--- src/acm_pkg.sv ---
`default_nettype none
package acm_pkg;

  // Full width of the violation vector
  localparam int FLAG_W = 94;
  // Positions watched by this block
  localparam int POS_FIRST = 77;
  localparam int NUM_POS = 17;
  localparam int POS_RUSER = 77;
  localparam int POS_RD_OVF = 78;
  localparam int POS_RD_UNF = 79;
  localparam int POS_WR_OVF = 80;
  localparam int POS_WR_UNF = 81;
  localparam int POS_EX_OVF = 82;
  localparam int POS_LITE_B = 83;
  localparam int POS_LITE_R = 84;
  localparam int POS_LITE_W = 85;
  localparam int POS_AW_NSZ = 86;
  localparam int POS_AR_NSZ = 87;
  localparam int POS_AW_NCA = 88;
  localparam int POS_AR_NCA = 89;
  localparam int POS_AW_LEN = 90;
  localparam int POS_AR_LEN = 91;
  localparam int POS_AWRDY = 92;
  localparam int POS_WRDY = 93;

  // Register byte offsets
  localparam logic [11:0] OFS_CTRL = 12'h000;
  localparam logic [11:0] OFS_STATUS = 12'h004;
  localparam logic [11:0] OFS_COUNT = 12'h008;

  // Control fields and reset values
  localparam int CTRL_NARROW_BIT = 0;
  localparam int CTRL_MAXLEN_LSB = 8;
  localparam logic CTRL_NARROW_RST = 1'h1;
  localparam logic [7:0] CTRL_MAXLEN_RST = 8'hff;

  // Count register fields
  localparam int CNT_RD_LSB = 0;
  localparam int CNT_WR_LSB = 8;
  localparam int CNT_EX_LSB = 16;

  // Link encodings and allowed lite widths
  localparam logic [1:0] RESP_EXOKAY = 2'h1;
  localparam int CACHE_MOD_BIT = 1;
  localparam int LITE_W_A = 32;
  localparam int LITE_W_B = 64;

  // Monitored protocol
  typedef enum logic [1:0] {
    ACM_AXI4 = 2'h0,
    ACM_AXI3 = 2'h1,
    ACM_LITE = 2'h3
  } acm_proto_e;

endpackage
`default_nettype wire

--- src/acm_trk_if.sv ---
`timescale 1ns/1ns
`default_nettype none
// Request and status lines between the monitor and one tracker
interface acm_trk_if #(parameter int CW = 4);
  logic add;
  logic del;
  logic ovf;
  logic unf;
  logic [CW-1:0] count;
  modport owner(output add, output del, input ovf, input unf, input count);
  modport tracker(input add, input del, output ovf, output unf, output count);
endinterface
`default_nettype wire

--- src/acm_tracker.sv ---
`timescale 1ns/1ns
`default_nettype none
module acm_tracker #(
  parameter int DEPTH = 8,
  parameter int CW = 4
) (
  // Clock and reset
  input wire logic pclk,
  input wire logic presetn,
  // Add and remove requests, overflow and underflow pulses
  acm_trk_if.tracker trk
);

  localparam logic [CW-1:0] FULL = CW'(DEPTH);

  logic [CW-1:0] count_reg;
  logic [CW-1:0] count_next;

  // Clamp at both ends so a broken link cannot wrap the count
  always_comb begin
    count_next = count_reg;
    trk.ovf = 1'b0;
    trk.unf = 1'b0;
    if (trk.add && !trk.del) begin
      if (count_reg == FULL) begin
        trk.ovf = 1'b1;
      end else begin
        count_next = count_reg + 1'b1;
      end
    end else if (trk.del && !trk.add) begin
      if (count_reg == '0) begin
        trk.unf = 1'b1;
      end else begin
        count_next = count_reg - 1'b1;
      end
    end
  end

  // Count register
  always_ff @(posedge pclk or negedge presetn) begin
    if (!presetn) begin
      count_reg <= '0;
    end else begin
      count_reg <= count_next;
    end
  end

  assign trk.count = count_reg;

endmodule
`default_nettype wire

--- src/acm_monitor.sv ---
// Notes on behaviour
// - Each violation sets its own numbered bit of the status vector only.
// - Bit 77: read user field changes while read data waits, full AXI only.
// - Bits 78/79: read tracker overflow beyond its depth, and underflow.
// - Bits 80/81: write tracker overflow beyond its depth, and underflow.
// - Bit 82: exclusive tracker overflow, full AXI only.
// - Bits 83/84: lite slave gives EXOKAY on write or read response.
// - Bit 85: lite link with data width other than 32 or 64.
// - Lightweight build keeps only bits 78 and 80 here.
// - Bit 86: narrow write burst size when narrow transfers unsupported.
// - Bit 87: narrow read burst size when narrow transfers unsupported.
// - Bit 88: write burst without modifiable cache when narrow unsupported.
// - Bit 89: read burst without modifiable cache when narrow unsupported.
// - Bit 90: write burst length above the configured maximum.
// - Bit 91: read burst length above the configured maximum.
// - Bit 92: write address ready high in first cycle after reset.
// - Bit 93: write data ready high in first cycle after reset.
`timescale 1ns/1ns
`default_nettype none
module acm_monitor #(
  parameter acm_pkg::acm_proto_e PROTOCOL = acm_pkg::ACM_AXI4,
  parameter int DATA_WIDTH = 32,
  parameter int USER_W = 1,
  parameter int read_tracker_depth = 8,
  parameter int write_tracker_depth = 8,
  parameter int EXCL_DEPTH = 4,
  parameter bit LIGHTWEIGHT = 1'b0
) (
  // Clock and reset, shared with the monitored link
  input wire logic pclk,
  input wire logic presetn,
  // APB slave
  input wire logic [11:0] paddr,
  input wire logic psel,
  input wire logic penable,
  input wire logic pwrite,
  input wire logic [31:0] pwdata,
  output logic [31:0] prdata,
  output logic pready,
  output logic pslverr,
  // Write address channel
  input wire logic awvalid,
  input wire logic awready,
  input wire logic [7:0] awlen,
  input wire logic [2:0] awsize,
  input wire logic [3:0] awcache,
  input wire logic awlock,
  // Write data channel
  input wire logic wready,
  // Write response channel
  input wire logic bvalid,
  input wire logic bready,
  input wire logic [1:0] bresp,
  // Read address channel
  input wire logic arvalid,
  input wire logic arready,
  input wire logic [7:0] arlen,
  input wire logic [2:0] arsize,
  input wire logic [3:0] arcache,
  input wire logic arlock,
  // Read data channel
  input wire logic rvalid,
  input wire logic rready,
  input wire logic rlast,
  input wire logic [1:0] rresp,
  input wire logic [USER_W-1:0] ruser,
  // Violation status
  output logic [acm_pkg::FLAG_W-1:0] violation_flag_vector
);

  // Build-time check selection
  localparam bit IS_LITE = (PROTOCOL == acm_pkg::ACM_LITE);
  localparam bit CHK_FULL = !LIGHTWEIGHT;
  localparam bit CHK_AXI = CHK_FULL && !IS_LITE;
  localparam bit CHK_LITE = CHK_FULL && IS_LITE;
  localparam bit BAD_WIDTH = (DATA_WIDTH != acm_pkg::LITE_W_A)
    && (DATA_WIDTH != acm_pkg::LITE_W_B);
  localparam logic [2:0] FULL_SIZE = 3'($clog2(DATA_WIDTH / 8));
  localparam int RD_CW = $clog2(read_tracker_depth + 1);
  localparam int WR_CW = $clog2(write_tracker_depth + 1);
  localparam int EX_CW = $clog2(EXCL_DEPTH + 1);
  localparam logic [RD_CW-1:0] RD_FULL = RD_CW'(read_tracker_depth);
  localparam logic [WR_CW-1:0] WR_FULL = WR_CW'(write_tracker_depth);

  // Bit indices inside the local flag register
  localparam int I_RUSER = acm_pkg::POS_RUSER - acm_pkg::POS_FIRST;
  localparam int I_RD_OVF = acm_pkg::POS_RD_OVF - acm_pkg::POS_FIRST;
  localparam int I_RD_UNF = acm_pkg::POS_RD_UNF - acm_pkg::POS_FIRST;
  localparam int I_WR_OVF = acm_pkg::POS_WR_OVF - acm_pkg::POS_FIRST;
  localparam int I_WR_UNF = acm_pkg::POS_WR_UNF - acm_pkg::POS_FIRST;
  localparam int I_EX_OVF = acm_pkg::POS_EX_OVF - acm_pkg::POS_FIRST;
  localparam int I_LITE_B = acm_pkg::POS_LITE_B - acm_pkg::POS_FIRST;
  localparam int I_LITE_R = acm_pkg::POS_LITE_R - acm_pkg::POS_FIRST;
  localparam int I_LITE_W = acm_pkg::POS_LITE_W - acm_pkg::POS_FIRST;
  localparam int I_AW_NSZ = acm_pkg::POS_AW_NSZ - acm_pkg::POS_FIRST;
  localparam int I_AR_NSZ = acm_pkg::POS_AR_NSZ - acm_pkg::POS_FIRST;
  localparam int I_AW_NCA = acm_pkg::POS_AW_NCA - acm_pkg::POS_FIRST;
  localparam int I_AR_NCA = acm_pkg::POS_AR_NCA - acm_pkg::POS_FIRST;
  localparam int I_AW_LEN = acm_pkg::POS_AW_LEN - acm_pkg::POS_FIRST;
  localparam int I_AR_LEN = acm_pkg::POS_AR_LEN - acm_pkg::POS_FIRST;
  localparam int I_AWRDY = acm_pkg::POS_AWRDY - acm_pkg::POS_FIRST;
  localparam int I_WRDY = acm_pkg::POS_WRDY - acm_pkg::POS_FIRST;

  // Handshakes on the watched channels
  logic aw_hs;
  logic ar_hs;
  logic b_hs;
  logic r_hs;
  logic r_end;
  assign aw_hs = awvalid && awready;
  assign ar_hs = arvalid && arready;
  assign b_hs = bvalid && bready;
  assign r_hs = rvalid && rready;
  // A lite read has one beat, so every beat ends it
  assign r_end = r_hs && (IS_LITE || rlast);

  // Outstanding-transaction trackers
  acm_trk_if #(.CW(RD_CW)) rd_trk();
  acm_trk_if #(.CW(WR_CW)) wr_trk();
  acm_trk_if #(.CW(EX_CW)) ex_trk();

  // Reads leave on their last beat, writes on the response
  assign rd_trk.add = ar_hs;
  assign rd_trk.del = r_end;
  assign wr_trk.add = aw_hs;
  assign wr_trk.del = b_hs;
  // Exclusive reads wait for the exclusive write that pairs with them
  assign ex_trk.add = ar_hs && arlock;
  assign ex_trk.del = aw_hs && awlock;

  acm_tracker #(.DEPTH(read_tracker_depth), .CW(RD_CW)) u_rd_trk (
    .pclk(pclk),
    .presetn(presetn),
    .trk(rd_trk)
  );

  acm_tracker #(.DEPTH(write_tracker_depth), .CW(WR_CW)) u_wr_trk (
    .pclk(pclk),
    .presetn(presetn),
    .trk(wr_trk)
  );

  acm_tracker #(.DEPTH(EXCL_DEPTH), .CW(EX_CW)) u_ex_trk (
    .pclk(pclk),
    .presetn(presetn),
    .trk(ex_trk)
  );

  // State
  logic [acm_pkg::NUM_POS-1:0] flags_reg;
  logic [acm_pkg::NUM_POS-1:0] flags_next;
  logic [acm_pkg::NUM_POS-1:0] evt;
  logic [USER_W-1:0] ruser_reg;
  logic [USER_W-1:0] ruser_next;
  logic r_hold_reg;
  logic r_hold_next;
  logic first_reg;
  logic first_next;
  logic narrow_reg;
  logic narrow_next;
  logic [7:0] maxlen_reg;
  logic [7:0] maxlen_next;
  logic [31:0] prdata_reg;
  logic [31:0] prdata_next;
  logic [31:0] rd_mux;
  logic wr_ctrl;
  logic mapped;

  // Violation events; each lands only on its own bit
  always_comb begin
    evt = '0;
    evt[I_RUSER] = CHK_AXI && r_hold_reg && (ruser != ruser_reg);
    evt[I_RD_OVF] = rd_trk.ovf;
    evt[I_RD_UNF] = CHK_FULL && rd_trk.unf;
    evt[I_WR_OVF] = wr_trk.ovf;
    evt[I_WR_UNF] = CHK_FULL && wr_trk.unf;
    evt[I_EX_OVF] = CHK_AXI && ex_trk.ovf;
    evt[I_LITE_B] = CHK_LITE && b_hs && (bresp == acm_pkg::RESP_EXOKAY);
    evt[I_LITE_R] = CHK_LITE && r_hs && (rresp == acm_pkg::RESP_EXOKAY);
    evt[I_LITE_W] = CHK_LITE && BAD_WIDTH;
    // Narrow and cache checks only matter for bursts
    if (CHK_AXI && !narrow_reg && aw_hs && (awlen != 8'h00)) begin
      evt[I_AW_NSZ] = (awsize < FULL_SIZE);
      evt[I_AW_NCA] = !awcache[acm_pkg::CACHE_MOD_BIT];
    end
    if (CHK_AXI && !narrow_reg && ar_hs && (arlen != 8'h00)) begin
      evt[I_AR_NSZ] = (arsize < FULL_SIZE);
      evt[I_AR_NCA] = !arcache[acm_pkg::CACHE_MOD_BIT];
    end
    evt[I_AW_LEN] = CHK_AXI && aw_hs && (awlen > maxlen_reg);
    evt[I_AR_LEN] = CHK_AXI && ar_hs && (arlen > maxlen_reg);
    // A ready that is high here could have lost a transfer in reset
    evt[I_AWRDY] = CHK_FULL && first_reg && awready;
    evt[I_WRDY] = CHK_FULL && first_reg && wready;
  end

  // Sticky flags: nothing but reset clears them
  assign flags_next = flags_reg | evt;
  // Remember the read data channel for the stability check
  assign ruser_next = ruser;
  assign r_hold_next = rvalid && !rready;
  // First-cycle marker drops after the first edge out of reset
  assign first_next = 1'b0;

  // Register decode
  always_comb begin
    mapped = 1'b1;
    rd_mux = '0;
    case (paddr)
      acm_pkg::OFS_CTRL: begin
        rd_mux[acm_pkg::CTRL_NARROW_BIT] = narrow_reg;
        rd_mux[acm_pkg::CTRL_MAXLEN_LSB +: 8] = maxlen_reg;
      end
      acm_pkg::OFS_STATUS: begin
        rd_mux[acm_pkg::NUM_POS-1:0] = flags_reg;
      end
      acm_pkg::OFS_COUNT: begin
        rd_mux[acm_pkg::CNT_RD_LSB +: 8] = 8'(rd_trk.count);
        rd_mux[acm_pkg::CNT_WR_LSB +: 8] = 8'(wr_trk.count);
        rd_mux[acm_pkg::CNT_EX_LSB +: 8] = 8'(ex_trk.count);
      end
      default: begin
        mapped = 1'b0;
      end
    endcase
  end

  // Control writes land in the access phase only
  assign wr_ctrl = psel && penable && pwrite && (paddr == acm_pkg::OFS_CTRL);

  always_comb begin
    narrow_next = narrow_reg;
    maxlen_next = maxlen_reg;
    if (wr_ctrl) begin
      narrow_next = pwdata[acm_pkg::CTRL_NARROW_BIT];
      maxlen_next = pwdata[acm_pkg::CTRL_MAXLEN_LSB +: 8];
    end
  end

  // Read data is caught in the setup phase so it leaves a flop
  assign prdata_next = (psel && !penable && !pwrite) ? rd_mux : prdata_reg;

  // All state registers
  always_ff @(posedge pclk or negedge presetn) begin
    if (!presetn) begin
      flags_reg <= '0;
      ruser_reg <= '0;
      r_hold_reg <= 1'b0;
      first_reg <= 1'b1;
      narrow_reg <= acm_pkg::CTRL_NARROW_RST;
      maxlen_reg <= acm_pkg::CTRL_MAXLEN_RST;
      prdata_reg <= 32'h0000_0000;
    end else begin
      flags_reg <= flags_next;
      ruser_reg <= ruser_next;
      r_hold_reg <= r_hold_next;
      first_reg <= first_next;
      narrow_reg <= narrow_next;
      maxlen_reg <= maxlen_next;
      prdata_reg <= prdata_next;
    end
  end

  // Zero-wait slave; unmapped offsets answer with an error
  assign pready = 1'b1;
  assign pslverr = psel && penable && !mapped;
  assign prdata = prdata_reg;
  // Lower positions belong to other checks and read as zero here
  assign violation_flag_vector = {flags_reg, {acm_pkg::POS_FIRST{1'b0}}};

  // Checks on the block's own behaviour

  property p_ruser;
    @(posedge pclk) disable iff (!presetn)
      CHK_AXI && $past(rvalid) && !$past(rready) && (ruser != $past(ruser))
      |=> violation_flag_vector[acm_pkg::POS_RUSER];
  endproperty
  a_ruser: assert property (p_ruser) else $error("user change not flagged");

  property p_rd_ovf;
    @(posedge pclk) disable iff (!presetn)
      ar_hs && !r_end && (rd_trk.count == RD_FULL)
      |=> violation_flag_vector[acm_pkg::POS_RD_OVF];
  endproperty
  a_rd_ovf: assert property (p_rd_ovf) else $error("read overflow missed");

  property p_wr_unf;
    @(posedge pclk) disable iff (!presetn)
      CHK_FULL && b_hs && !aw_hs && (wr_trk.count == '0)
      |=> violation_flag_vector[acm_pkg::POS_WR_UNF];
  endproperty
  a_wr_unf: assert property (p_wr_unf) else $error("write underflow missed");

  property p_wr_ovf_cnt;
    @(posedge pclk) disable iff (!presetn)
      aw_hs && !b_hs && (wr_trk.count != WR_FULL)
      |=> (wr_trk.count == $past(wr_trk.count) + 1'b1);
  endproperty
  a_wr_ovf_cnt: assert property (p_wr_ovf_cnt) else $error("write count stuck");

  property p_lite_b;
    @(posedge pclk) disable iff (!presetn)
      CHK_LITE && b_hs && (bresp == acm_pkg::RESP_EXOKAY)
      |=> violation_flag_vector[acm_pkg::POS_LITE_B];
  endproperty
  a_lite_b: assert property (p_lite_b) else $error("lite write exokay missed");

  property p_ar_narrow;
    @(posedge pclk) disable iff (!presetn)
      CHK_AXI && !narrow_reg && ar_hs && (arlen != 8'h00) && (arsize < FULL_SIZE)
      |=> violation_flag_vector[acm_pkg::POS_AR_NSZ];
  endproperty
  a_ar_narrow: assert property (p_ar_narrow) else $error("narrow read missed");

  property p_aw_len;
    @(posedge pclk) disable iff (!presetn)
      CHK_AXI && aw_hs && (awlen > maxlen_reg)
      |=> violation_flag_vector[acm_pkg::POS_AW_LEN];
  endproperty
  a_aw_len: assert property (p_aw_len) else $error("write length missed");

  property p_awrdy;
    @(posedge pclk) disable iff (!presetn)
      CHK_FULL && first_reg && awready
      |=> violation_flag_vector[acm_pkg::POS_AWRDY] [*3];
  endproperty
  a_awrdy: assert property (p_awrdy) else $error("early ready missed");

  property p_sticky;
    @(posedge pclk) disable iff (!presetn)
      violation_flag_vector[acm_pkg::POS_WRDY]
      |=> violation_flag_vector[acm_pkg::POS_WRDY];
  endproperty
  a_sticky: assert property (p_sticky) else $error("flag dropped");

  property p_light;
    @(posedge pclk) disable iff (!presetn)
      LIGHTWEIGHT |-> (flags_reg[I_RD_UNF] == 1'b0) && (flags_reg[I_AWRDY] == 1'b0);
  endproperty
  a_light: assert property (p_light) else $error("lightweight flag set");

endmodule
`default_nettype wire

--- config.mk ---
export PLATFORM = sky130hd
export DESIGN_NAME = acm_monitor
export DESIGN_NICKNAME = d
export VERILOG_FILES = /design/src/acm_pkg.sv /design/src/acm_trk_if.sv /design/src/acm_tracker.sv /design/src/acm_monitor.sv
export SDC_FILE = /design/constraint.sdc
export NUM_CORES = 1
export LEC_CHECK = 0
export ABC_AREA = 1
export CORE_MARGIN = 3
export CORE_UTILIZATION = 60
export DETAILED_ROUTE_END_ITERATION = 8
export DONT_BUFFER_PORTS = 1
export HOLD_SLACK_MARGIN = 0.06
export PLACE_DENSITY = 0.77
export SKIP_CTS_REPAIR_TIMING = 1
export SLEW_MARGIN = 20
export SYNTH_ARGS = -nofsm -noshare
export SYNTH_HDL_FRONTEND = slang
export SYNTH_HIERARCHICAL = 1
export SYNTH_SLANG_ARGS = --single-unit
--- constraint.sdc ---
create_clock -name pclk -period 3 [get_ports pclk]
set_clock_uncertainty 0.2 [all_clocks]
set_input_delay 0 -clock pclk [delete_from_list [all_inputs] [get_ports pclk]]
set_output_delay 0 -clock pclk [all_outputs]
set_load 0.1 [all_outputs]
### Word level (Yosys, flattened, before mapping)

Cells that the tools add are included.

* flip-flop bits (word level): 64
* bits in latches: 0
* memory bits (writable): 0
* memory bits (read-only): 0
* bits of input ports: 96
* output and inout bits: 128
* word-level logic and storage cells: 122
* memories kept: 0

* add/sub/neg operators: 6
* multipliers: 0
* div/mod/pow operators: 0
* magnitude comparators: 4
* equality and inequality tests: 12
* shifts and indexed selects: 0
* muxes and demuxes: 34
* bitwise logic cells: 1
* reduce and logical (&&, ||, !) cells: 55

Operator list (count)
* two-way mux 4 bit: 8
* logical AND 1 bit: 29
* case mux 8 bit (3 select lines): 1
* two-way mux 1 bit: 17
* bitwise OR 17 bit: 1
* greater-than comparator 8 bit: 2
* nonzero test 8 bit: 2
* case mux 7 bit (2 select lines): 1
* logical NOT 1 bit: 13
* == test 12 x 3 -> 1 bit, second input constant: 1
* == test 12 x 4 -> 1 bit, second input constant: 1
* logical NOT 12 bit: 1
* two-way mux 3 bit: 4
* AND reduction 3 bit: 3
* adder 4 x 1 -> 4 bit, second input constant: 2
* == test 4 bit, second input constant: 2
* logical NOT 4 bit: 2
* subtractor 4 x 1 -> 4 bit, second input constant: 2
* less-than comparator 3 x 2 -> 1 bit, second input constant: 2
* inequality test 2 x 1 -> 1 bit, second input constant: 3
* inequality test 2 bit, second input constant: 3
* nonzero test 2 bit: 3
* adder 3 x 1 -> 3 bit, second input constant: 1
* == test 3 bit, second input constant: 1
* other kinds (7): 7

### Depth between registers and ports, before layout

Gate-level depths: netlist of run 1.

* word-level depth: 6
* depth in mapped cells: 13
* gate-level depth less buffers: 13

### Cells and area by module

Netlist of run 1, hierarchy kept.

Modules (own cells, without submodules)
* acm_monitor: instances 1, cells an instance 408, area an instance 3203.1 µm², sequential area each 1088.5 µm²
* acm_tracker (u_rd_trk ...): instances 2, cells an instance 52, area an instance 371.6 µm², sequential area each 100.1 µm²
* acm_tracker (u_ex_trk): instances 1, cells an instance 45, area an instance 286.5 µm², sequential area each 75.1 µm²

### Worst setup path before layout of run 1

No wires, ideal clock.

* kind: input-to-output
* from: in paddr[7]
* to: out pslverr
* data arrival time: 1.694 ns
* data required time: 2.800 ns
* slack: 1.106 ns
* stages: 6
* path buffers: 0
* path through: nor2_1 -> nand2_2 -> nor2_8 -> nand2_1 -> nand3_1 -> nor2_1

* longest elaborated chain between the ends: 5
* elaborated cells between the ends (all ways): 7
* those cells by class: eq/ne (2); mux (1); reduce/logical (4)

Ends and longest elaborated chain
* start, declared: line acm_monitor.sv:33 `input wire logic [11:0] paddr,`
* == test 12 x 4 -> 1 bit, or another cell as far along: line acm_monitor.sv:209 `case (paddr)`
* OR reduction 3 bit (no line) *
* two-way mux 1 bit *: line acm_monitor.sv:209
* logical NOT 1 bit *: line acm_monitor.sv:266 `assign pslverr = psel && penable && !mapped;`
* logical AND 1 bit *: line acm_monitor.sv:266
* end, declared: line acm_monitor.sv:40 `output logic pslverr,`

Mark *: on every way between the ends. The rest lies on a longest branch, timed or not.

### Final worst setup path of run 1

* from: in paddr[8]
* to: reg prdata_reg[17] (netlist: prdata[17])

* longest elaborated chain between the ends: 2

Ends and longest elaborated chain
* == test 12 x 4 -> 1 bit: line acm_monitor.sv:209
* two-way mux 2 bit: line acm_monitor.sv:209
* end signal, assigned: line acm_monitor.sv:260 `prdata_reg <= prdata_next;`
* end, declared: line acm_monitor.sv:163 `logic [31:0] prdata_reg;`

No other way between the ends.
A chain may end at the register's enable or synchronous reset.

==> results of run 1 <==
## cell type report
type	count	share of cell area, %
Multi-Input combinational cell	421	44.5
Sequential cell	54	27.8
Timing Repair Buffer	85	16.7
Inverter	73	5.58
Tap cell	93	2.37
Clock buffer	6	1.68
Clock inverter	2	1.22
Antenna cell	2	0.102
## per-stage QoR
step	power (mW)	utilization (%)	hold slack [ns]	setup slack, ns
after floorplan	2.34	-	-0.496	1.11
after global placement	2.33	63.0	-0.493	1.25
after detailed placement	2.37	63.0	-0.493	1.20
after CTS	2.99	65.2	-0.835	1.26
after global routing	3.27	74.8	0.0613	0.0593
final	3.12	74.8	0.00570	0.126
## worst max path at each step
stage / from / endpoint / cells after the start
after floorplan: paddr[7] / pslverr / 6
after global routing: paddr[8] / prdata[17] / 9
final: paddr[8] / prdata[17] / 9
after global placement: arvalid / u_rd_trk/trk.count[2] / 10
after detailed placement: arvalid / u_rd_trk/trk.count[2] / 10
after CTS: maxlen_reg[7] / flags_reg[14] / 7
## worst min-delay path, delay by kind of cell
family,cells,cell delay [ns]
buf+inv,1,0.06
simple gates,6,0.42
## cell usage in the layout (no fill, tap or decap), types with 9 or more instances in the layout
cell / instances
dfrtp_1: 44
nand2_1: 138
ha_1: 30
conb_1: 97
a21oi_1: 13
nand2_2: 11
o21ai_0: 11
dlygate4sd3_1: 57
dfstp_2: 10
nor2_1: 27
o21ai_2: 9
nand3_1: 45
buf_4: 26
inv_1: 66
## power groups by stage
| stage | combinational (mW) | sequential, mW | clock, mW |
|---|---|---|---|
| after floorplan | 1.13 | 1.20 | 0 |
| after global placement | 1.09 | 1.24 | 0 |
| after detailed placement | 1.13 | 1.25 | 0 |
| after CTS | 1.15 | 1.24 | 0.609 |
| after global routing | 1.37 | 1.26 | 0.647 |
| final | 1.27 | 1.24 | 0.612 |
## layer usage
metal | vias to the layer above | routed length [um] | global-route usage [%]
li1 | 1699 | - | -
met4 | 0 | 427 | 7.27
met1 | 1725 | 4090 | 25.3
met2 | 257 | 5810 | 44.5
met3 | 41 | 1020 | 5.01
met5 | - | 0 | 0
==> impl_metrics.ini, run 1 <==
[sta]
tightestPinTransition_ns = 0.955
drv_slew = 0
fin_crit_ns = 2.87
fmax_mhz = 348
finalSetupViolCount = 0
rsz0062_at_grt = no
max_slew_margin_pct = 36.3
fin_crit_sh_pct = 95.8
fin_setup_tns_ns = 0
hold_viol = 0

[placed_design]
hpwl_um = 7240
place_area_sq_um = 4140
numPortBuffers = 0
placed_cells = 667
place.gp.congestion = 0.869

[setup_path]
timing.rr.end = flags_reg[14]
cp-end-kind = register
r2r_cells = 9
crit_fanout = 7
crit_family = buffers and inverters
crit_slowest_cell = dlygate4sd3_1
cp.required_ns = 3.06
worstPathCellList = dlygate4sd3_1, nor2_1, dlygate4sd3_1, nand2_2, nor2_8, nand4_1, dlygate4sd3_1, o21ai_0, dlygate4sd3_1
crit_type = in -> reg
cpMostUsedCell = dlygate4sd3_1
critPathMaxStageDelay_ns = 0.60
critPathLaunchType = input port
r2r_setup_slack_ns = 0.17
critPathBufInv = 4
crit_arrival_ns = 2.93
r2r-start = maxlen_reg[7]

[route]
num_vias = 3722
wl_per_cell_um = 15.4
via_per_inst = 5.06
ant_nets = 0
drc_errors = 0
drt_wl_total_um = 11400
drtIter0Drc = 327
drt-pass1-iter-count = 5

[synth]
ys_warn_count = 6
synthCells = 555
synth_area_per_cell_sq_um = 7.61
synth_area_sq_um = 4220

[global_routing]
grt-ovfl-total = 0
grt_usage_pct = 23.2
antenna_found_initial = 2
grt_max_degree = 55
grt_pass1_wl_um = 15500
grt_pass1_vias = 3336

[cts]
cts.clk_slew.worst_paths_ns = 0.10
clockBufferDepth = 2
clock_latency_ns = 0.32
cts_buffers = 5
cts_tree = built
cts_root_buf = clkbuf_8
h-tree-depth = 2
numClockSinks = 54

[power_and_ir_drop]
clkPwrFrac_pct = 19.6
swShare_pct = 52.2
p_seq_share_pct = 39.8
p_sw_mw = 1.63
power.internal_mw = 1.49
p_comb_share_pct = 40.7
cellPowerDensity_nw_per_um2 = 636
power_leakage_nw = 2.62
vdd_drop_max_uv = 581

[die]
rows = 29
fp.coreArea_sq_um = 6570
die_w_um = 89.9
initial_core_util_pct = 64.3
die_h_um = 89.9
io_pins = 224
fp.dieArea_sq_um = 8080

[worst_hold_path]
whs_path_depth = 7
holdPathEnd = prdata[2]
hold_path_class = in -> reg
min-delay-start = paddr[2]

[cells_and_area]
finish.net_count = 766
largest_reg_flops = 17
multi_input_area_sq_um = 2190
register_area_sq_um = 1360
drive_gt1_share_pct = 14.4
design_area_sq_um = 4910
final_cells = 736
area_growth_pct = 16.2
fill_cells = 475

[run]
drv_cap = 0

[run_status]
run_status = completed
No activity file was read; power rests on OpenSTA's default activity.
==> run 2, diff against run 1 <==
Settings changed: CORE_UTILIZATION 60 to 56, PLACE_DENSITY 0.77 to 0.72.
==> run 2 against run 1 <==
Flip-flop and latch count unchanged; combinational power down 5%; core utilization shrank 7.4 points; global-route usage is 1.4 points lower; worst setup slack better by 0.099 ns; clock-buffer cell count fell by 1; first-iteration DRC count decreased by 45%; sequential power about the same; routed wire length down 8.2%; critical endpoint is now flags_reg[14]; largest power group is now sequential cells.
==> impl_metrics.ini, run 2 (same netlist as run 1, synthesis figures left out) <==
[cts]
cts.clk_slew.worst_paths_ns = 0.10
numClockSinks = 54
cts_tree = built
cts_root_buf = clkbuf_8
clock_latency_ns = 0.31
clockBufferDepth = 2
cts_buffers = 5
h-tree-depth = 2

[setup_path]
critPathBufInv = 3
crit_slowest_cell = dfstp_2
r2r-start = maxlen_reg[7]
cpMostUsedCell = nand2_1
crit_arrival_ns = 2.79
cp.required_ns = 3.02
crit_type = reg -> reg
r2r_setup_slack_ns = 0.23
critPathMaxStageDelay_ns = 0.55
critPathLaunchType = register
crit_start = maxlen_reg[7]
crit_fanout = 3
crit_family = buffers and inverters
worstPathCellList = inv_1, ha_1, nand2_1, nor2_1, a21oi_1, dlygate4sd3_1, nand2_1, dlygate4sd3_1, nand2_1
cp-end-kind = register

[die]
fp.coreArea_sq_um = 7290
rows = 31
initial_core_util_pct = 57.9
io_pins = 224
die_w_um = 92.9
fp.dieArea_sq_um = 8620
die_h_um = 92.9

[global_routing]
grt_usage_pct = 21.8
grt_pass1_vias = 3176
grt_pass1_wl_um = 14800
antenna_found_initial = 0
grt_max_degree = 55
grt-ovfl-total = 0

[placed_design]
dp_slack_ns = 1.17
placed_cells = 673
place.gp.congestion = 0.843
hpwl_um = 7210
numPortBuffers = 0

[sta]
max_slew_margin_pct = 36.2
fin_crit_sh_pct = 92.5
drv_slew = 0
finalSetupViolCount = 0
fin_ws_ns = 0.226
rsz0062_at_grt = no
hold_viol = 0
fin_crit_ns = 2.77
fin_setup_tns_ns = 0
tightestPinTransition_ns = 0.957
fmax_mhz = 360

[route]
via_per_inst = 4.81
wl_per_cell_um = 14.1
drtIter0Drc = 179
num_vias = 3567
ant_nets = 0
drc_errors = 0
drt-pass1-iter-count = 5
drt_wl_total_um = 10400

[cells_and_area]
final_cell_mix = nand2_1 (138), conb_1 (97), inv_1 (66)
mostFrequentLayoutCell = nand2_1
area_growth_pct = 16.2
fill_cells = 601
largest_reg_flops = 17
multi_input_area_sq_um = 2190
drive_gt1_share_pct = 14.4
register_area_sq_um = 1360
finish.net_count = 766
final_cells = 741

[worst_hold_path]
min-delay-start = paddr[10]
hold_path_class = in -> reg

[run_status]
run_status = completed

[run]
drv_cap = 0

[power_and_ir_drop]
cellPowerDensity_nw_per_um2 = 618
vdd_drop_max_uv = 445
power_leakage_nw = 2.62
power.total_mw = 3.03
-- run 2: cell types whose count changed in the layout (fill, tap and decap cells not counted), sizes merged --
cell    change
clkbuf      -1
diode       -1
clkinv      +1
-- run 2: cell type report --
cell class	count	area share, %
tap	99	2.52
multi-input combinational	421	44.5
antenna	1	0.0510
clock inverter	3	1.40
clock buffer	5	1.40
sequential	54	27.8
timing repair buffer	85	16.7
inverter	73	5.58
-- run 2: worst min-delay path, cell delays in order --
cell,delay (ns)
nor2_1,0.03
nand2_2,0.12
nor2_8,0.07
nand3_1,0.07
nand3_1,0.09
nand2_1,0.07
nand2_1,0.04
-- run 2: metal layers --
metal | global-route usage, % | vias up | routed length [um]
met1 | 26.7 | 1661 | 3980
met5 | 0 | - | 0
met4 | 10.1 | 0 | 338
met2 | 36.5 | 172 | 5250
li1 | - | 1703 | -
met3 | 4.71 | 31 | 855
-- run 2: stage by stage --
step                instance area (sq um)  utilization (%)  hold WS, ns
global placement                     4140             56.8       -0.493
floorplan                            4580                -       -0.496
detailed placement                   4140             56.8       -0.494
CTS                                  4280             58.7       -0.855
finish                               4910             67.3      0.00610
global route                         4910             67.3       0.0662
-- run 2: worst paths after layout --
| kind | depth (start not counted) | endpoint |
|---|---|---|
| hold reg to reg | 2 | prdata[15] |
| max in group asynchronous | 3 | prdata[8] |
| setup / recovery | 9 | flags_reg[14] |
| setup reg to reg | 9 | flags_reg[14] |
| min in group asynchronous | 2 | first_reg |
| hold / removal | 7 | prdata[0] |
-- run 2: report_power, final --
| group | switching (mW) | total [mW] | internal (mW) |
|---|---|---|---|
| Combinational | 0.913 | 1.21 | 0.298 |
| Sequential | 0.404 | 1.24 | 0.832 |
| Clock | 0.253 | 0.588 | 0.334 |
| Total | 1.57 | 3.03 | 1.46 |
==> run 3, diff against run 2 <==
Settings changed: CORE_UTILIZATION 56 to 45, PLACE_DENSITY 0.72 to 0.61.
==> run 3 against run 2 <==
Core utilization shrank 13 points; design area shrank 0.56%; sequential power is essentially flat; final cell count grew 1.2%; die area grew 23%; non-clock buffer count grew 1; maximum frequency grew 1.3%; critical path type unchanged; critical endpoint unchanged; largest power group unchanged; highest routed layer unchanged.
==> impl_metrics.ini, run 3 (same netlist as run 1, synthesis figures left out) <==
[run_status]
run_status = completed

[sta]
rsz0062_at_grt = no
fmax_mhz = 365
fin_setup_tns_ns = 0
finalSetupViolCount = 0
drv_slew = 0
max_slew_margin_pct = 34.9
fin_crit_ns = 2.74
tightestPinTransition_ns = 0.977
hold_viol = 0
fin_crit_sh_pct = 91.3

[setup_path]
cp.required_ns = 3.00
crit_arrival_ns = 2.74
critPathLaunchType = register
crit_fanout = 3
cp-end-kind = register
crit_type = reg -> reg

[worst_hold_path]
hold_path_class = in -> reg

[power_and_ir_drop]
power_leakage_nw = 2.60
cellPowerDensity_nw_per_um2 = 586
vdd_drop_max_uv = 461

[placed_design]
place_area_sq_um = 4160
hpwl_um = 7300
numPortBuffers = 0
place.gp.congestion = 0.843

[cells_and_area]
mostFrequentLayoutCell = nand2_1
largest_reg_flops = 17
n_antenna_cell = 0
drive_gt1_share_pct = 14.2
finish.net_count = 767
area_growth_pct = 15.6
design_area_sq_um = 4880
final_cell_mix = nand2_1 (138), conb_1 (97), inv_1 (66)
utilization_pct = 54.6

[cts]
clock_latency_ns = 0.30
numClockSinks = 54
cts_root_buf = clkbuf_8
h-tree-depth = 2
clockBufferDepth = 2
cts_buffers = 5
cts.clk_slew.worst_paths_ns = 0.10
cts_tree = built

[route]
drtIter0Drc = 133
ant_nets = 0
wl_per_cell_um = 13.4
num_vias = 3456
drt-pass1-iter-count = 4
via_per_inst = 4.61
drc_errors = 0
drt_wl_total_um = 10000

[global_routing]
grt_pass1_vias = 3076
grt-ovfl-total = 0
grt_usage_pct = 17.6
antenna_found_initial = 0
grt_pass1_wl_um = 14700
grt_max_degree = 55

[die]
initial_core_util_pct = 47.3
fp.dieArea_sq_um = 10600
io_pins = 224
rows = 34
die_h_um = 103
fp.coreArea_sq_um = 8930
die_w_um = 103

[run]
drv_cap = 0
## run 3: cell count changes in the layout (fill, tap and decap cells not counted), sizes merged
cell and change:
bufinv -2, diode -1, clkbuf +2, dlygate4sd3 +1
## run 3: path summary, 6_finish.rpt
kind	from	to	slack [ns]	cells past startpoint
worst max-delay path	maxlen_reg[7]	flags_reg[14]	0.26	9
worst min-delay path	rvalid	u_rd_trk/trk.count[1]	0.02	5
worst max register to register	maxlen_reg[7]	flags_reg[14]	0.26	9
worst min register to register	first_reg	flags_reg[16]	0.29	2
max in group asynchronous	presetn	u_ex_trk/trk.count[1]	2.24	3
min in group asynchronous	presetn	maxlen_reg[2]	0.13	2
## run 3: final cells by class
cell class              count  area (sq um)
well taps                 108           135
repair buffers             86           831
clock inverters             1          5.00
inverters                  73           274
flip-flops and latches     54          1360
fillers                   866          4050
clock buffers               7          86.3
multi-input cells         421          2190
## run 3: power by group
part           leakage (nW)  internal, mW  switching [mW]
logic                  1.91         0.298           0.899
registers             0.637         0.832           0.407
clock network        0.0482         0.187           0.237
## run 3: layer usage
layer  track usage (%)  wire length [um]
met4              6.08               221
met3              3.52               821
met2              30.9              4920
met1              21.6              4080
met5                 0                 0
## run 3: worst max-delay path, stage by stage (launching register included)
cell	delay, ns
dfstp_2	0.53
inv_1	0.08
ha_1	0.31
nand2_1	0.08
nor2_1	0.13
a21oi_1	0.07
dlygate4sd3_1	0.56
nand2_1	0.07
dlygate4sd3_1	0.55
nand2_1	0.05
## run 3: metrics by stage
| stage | setup slack (ns) | cells | power, mW | hold WS, ns |
|---|---|---|---|---|
| 2_1_floorplan | 1.11 | 650 | 2.34 | -0.496 |
| 6_report | 0.261 | 750 | 2.86 | 0.0187 |
| 5_1_grt | 0.155 | 750 | 3.06 | 0.0611 |
| 3_5_place_dp | 1.14 | 682 | 2.37 | -0.493 |
| 3_3_place_gp | 1.17 | 682 | 2.35 | -0.493 |
| 4_1_cts | 1.33 | 690 | 2.80 | -0.836 |
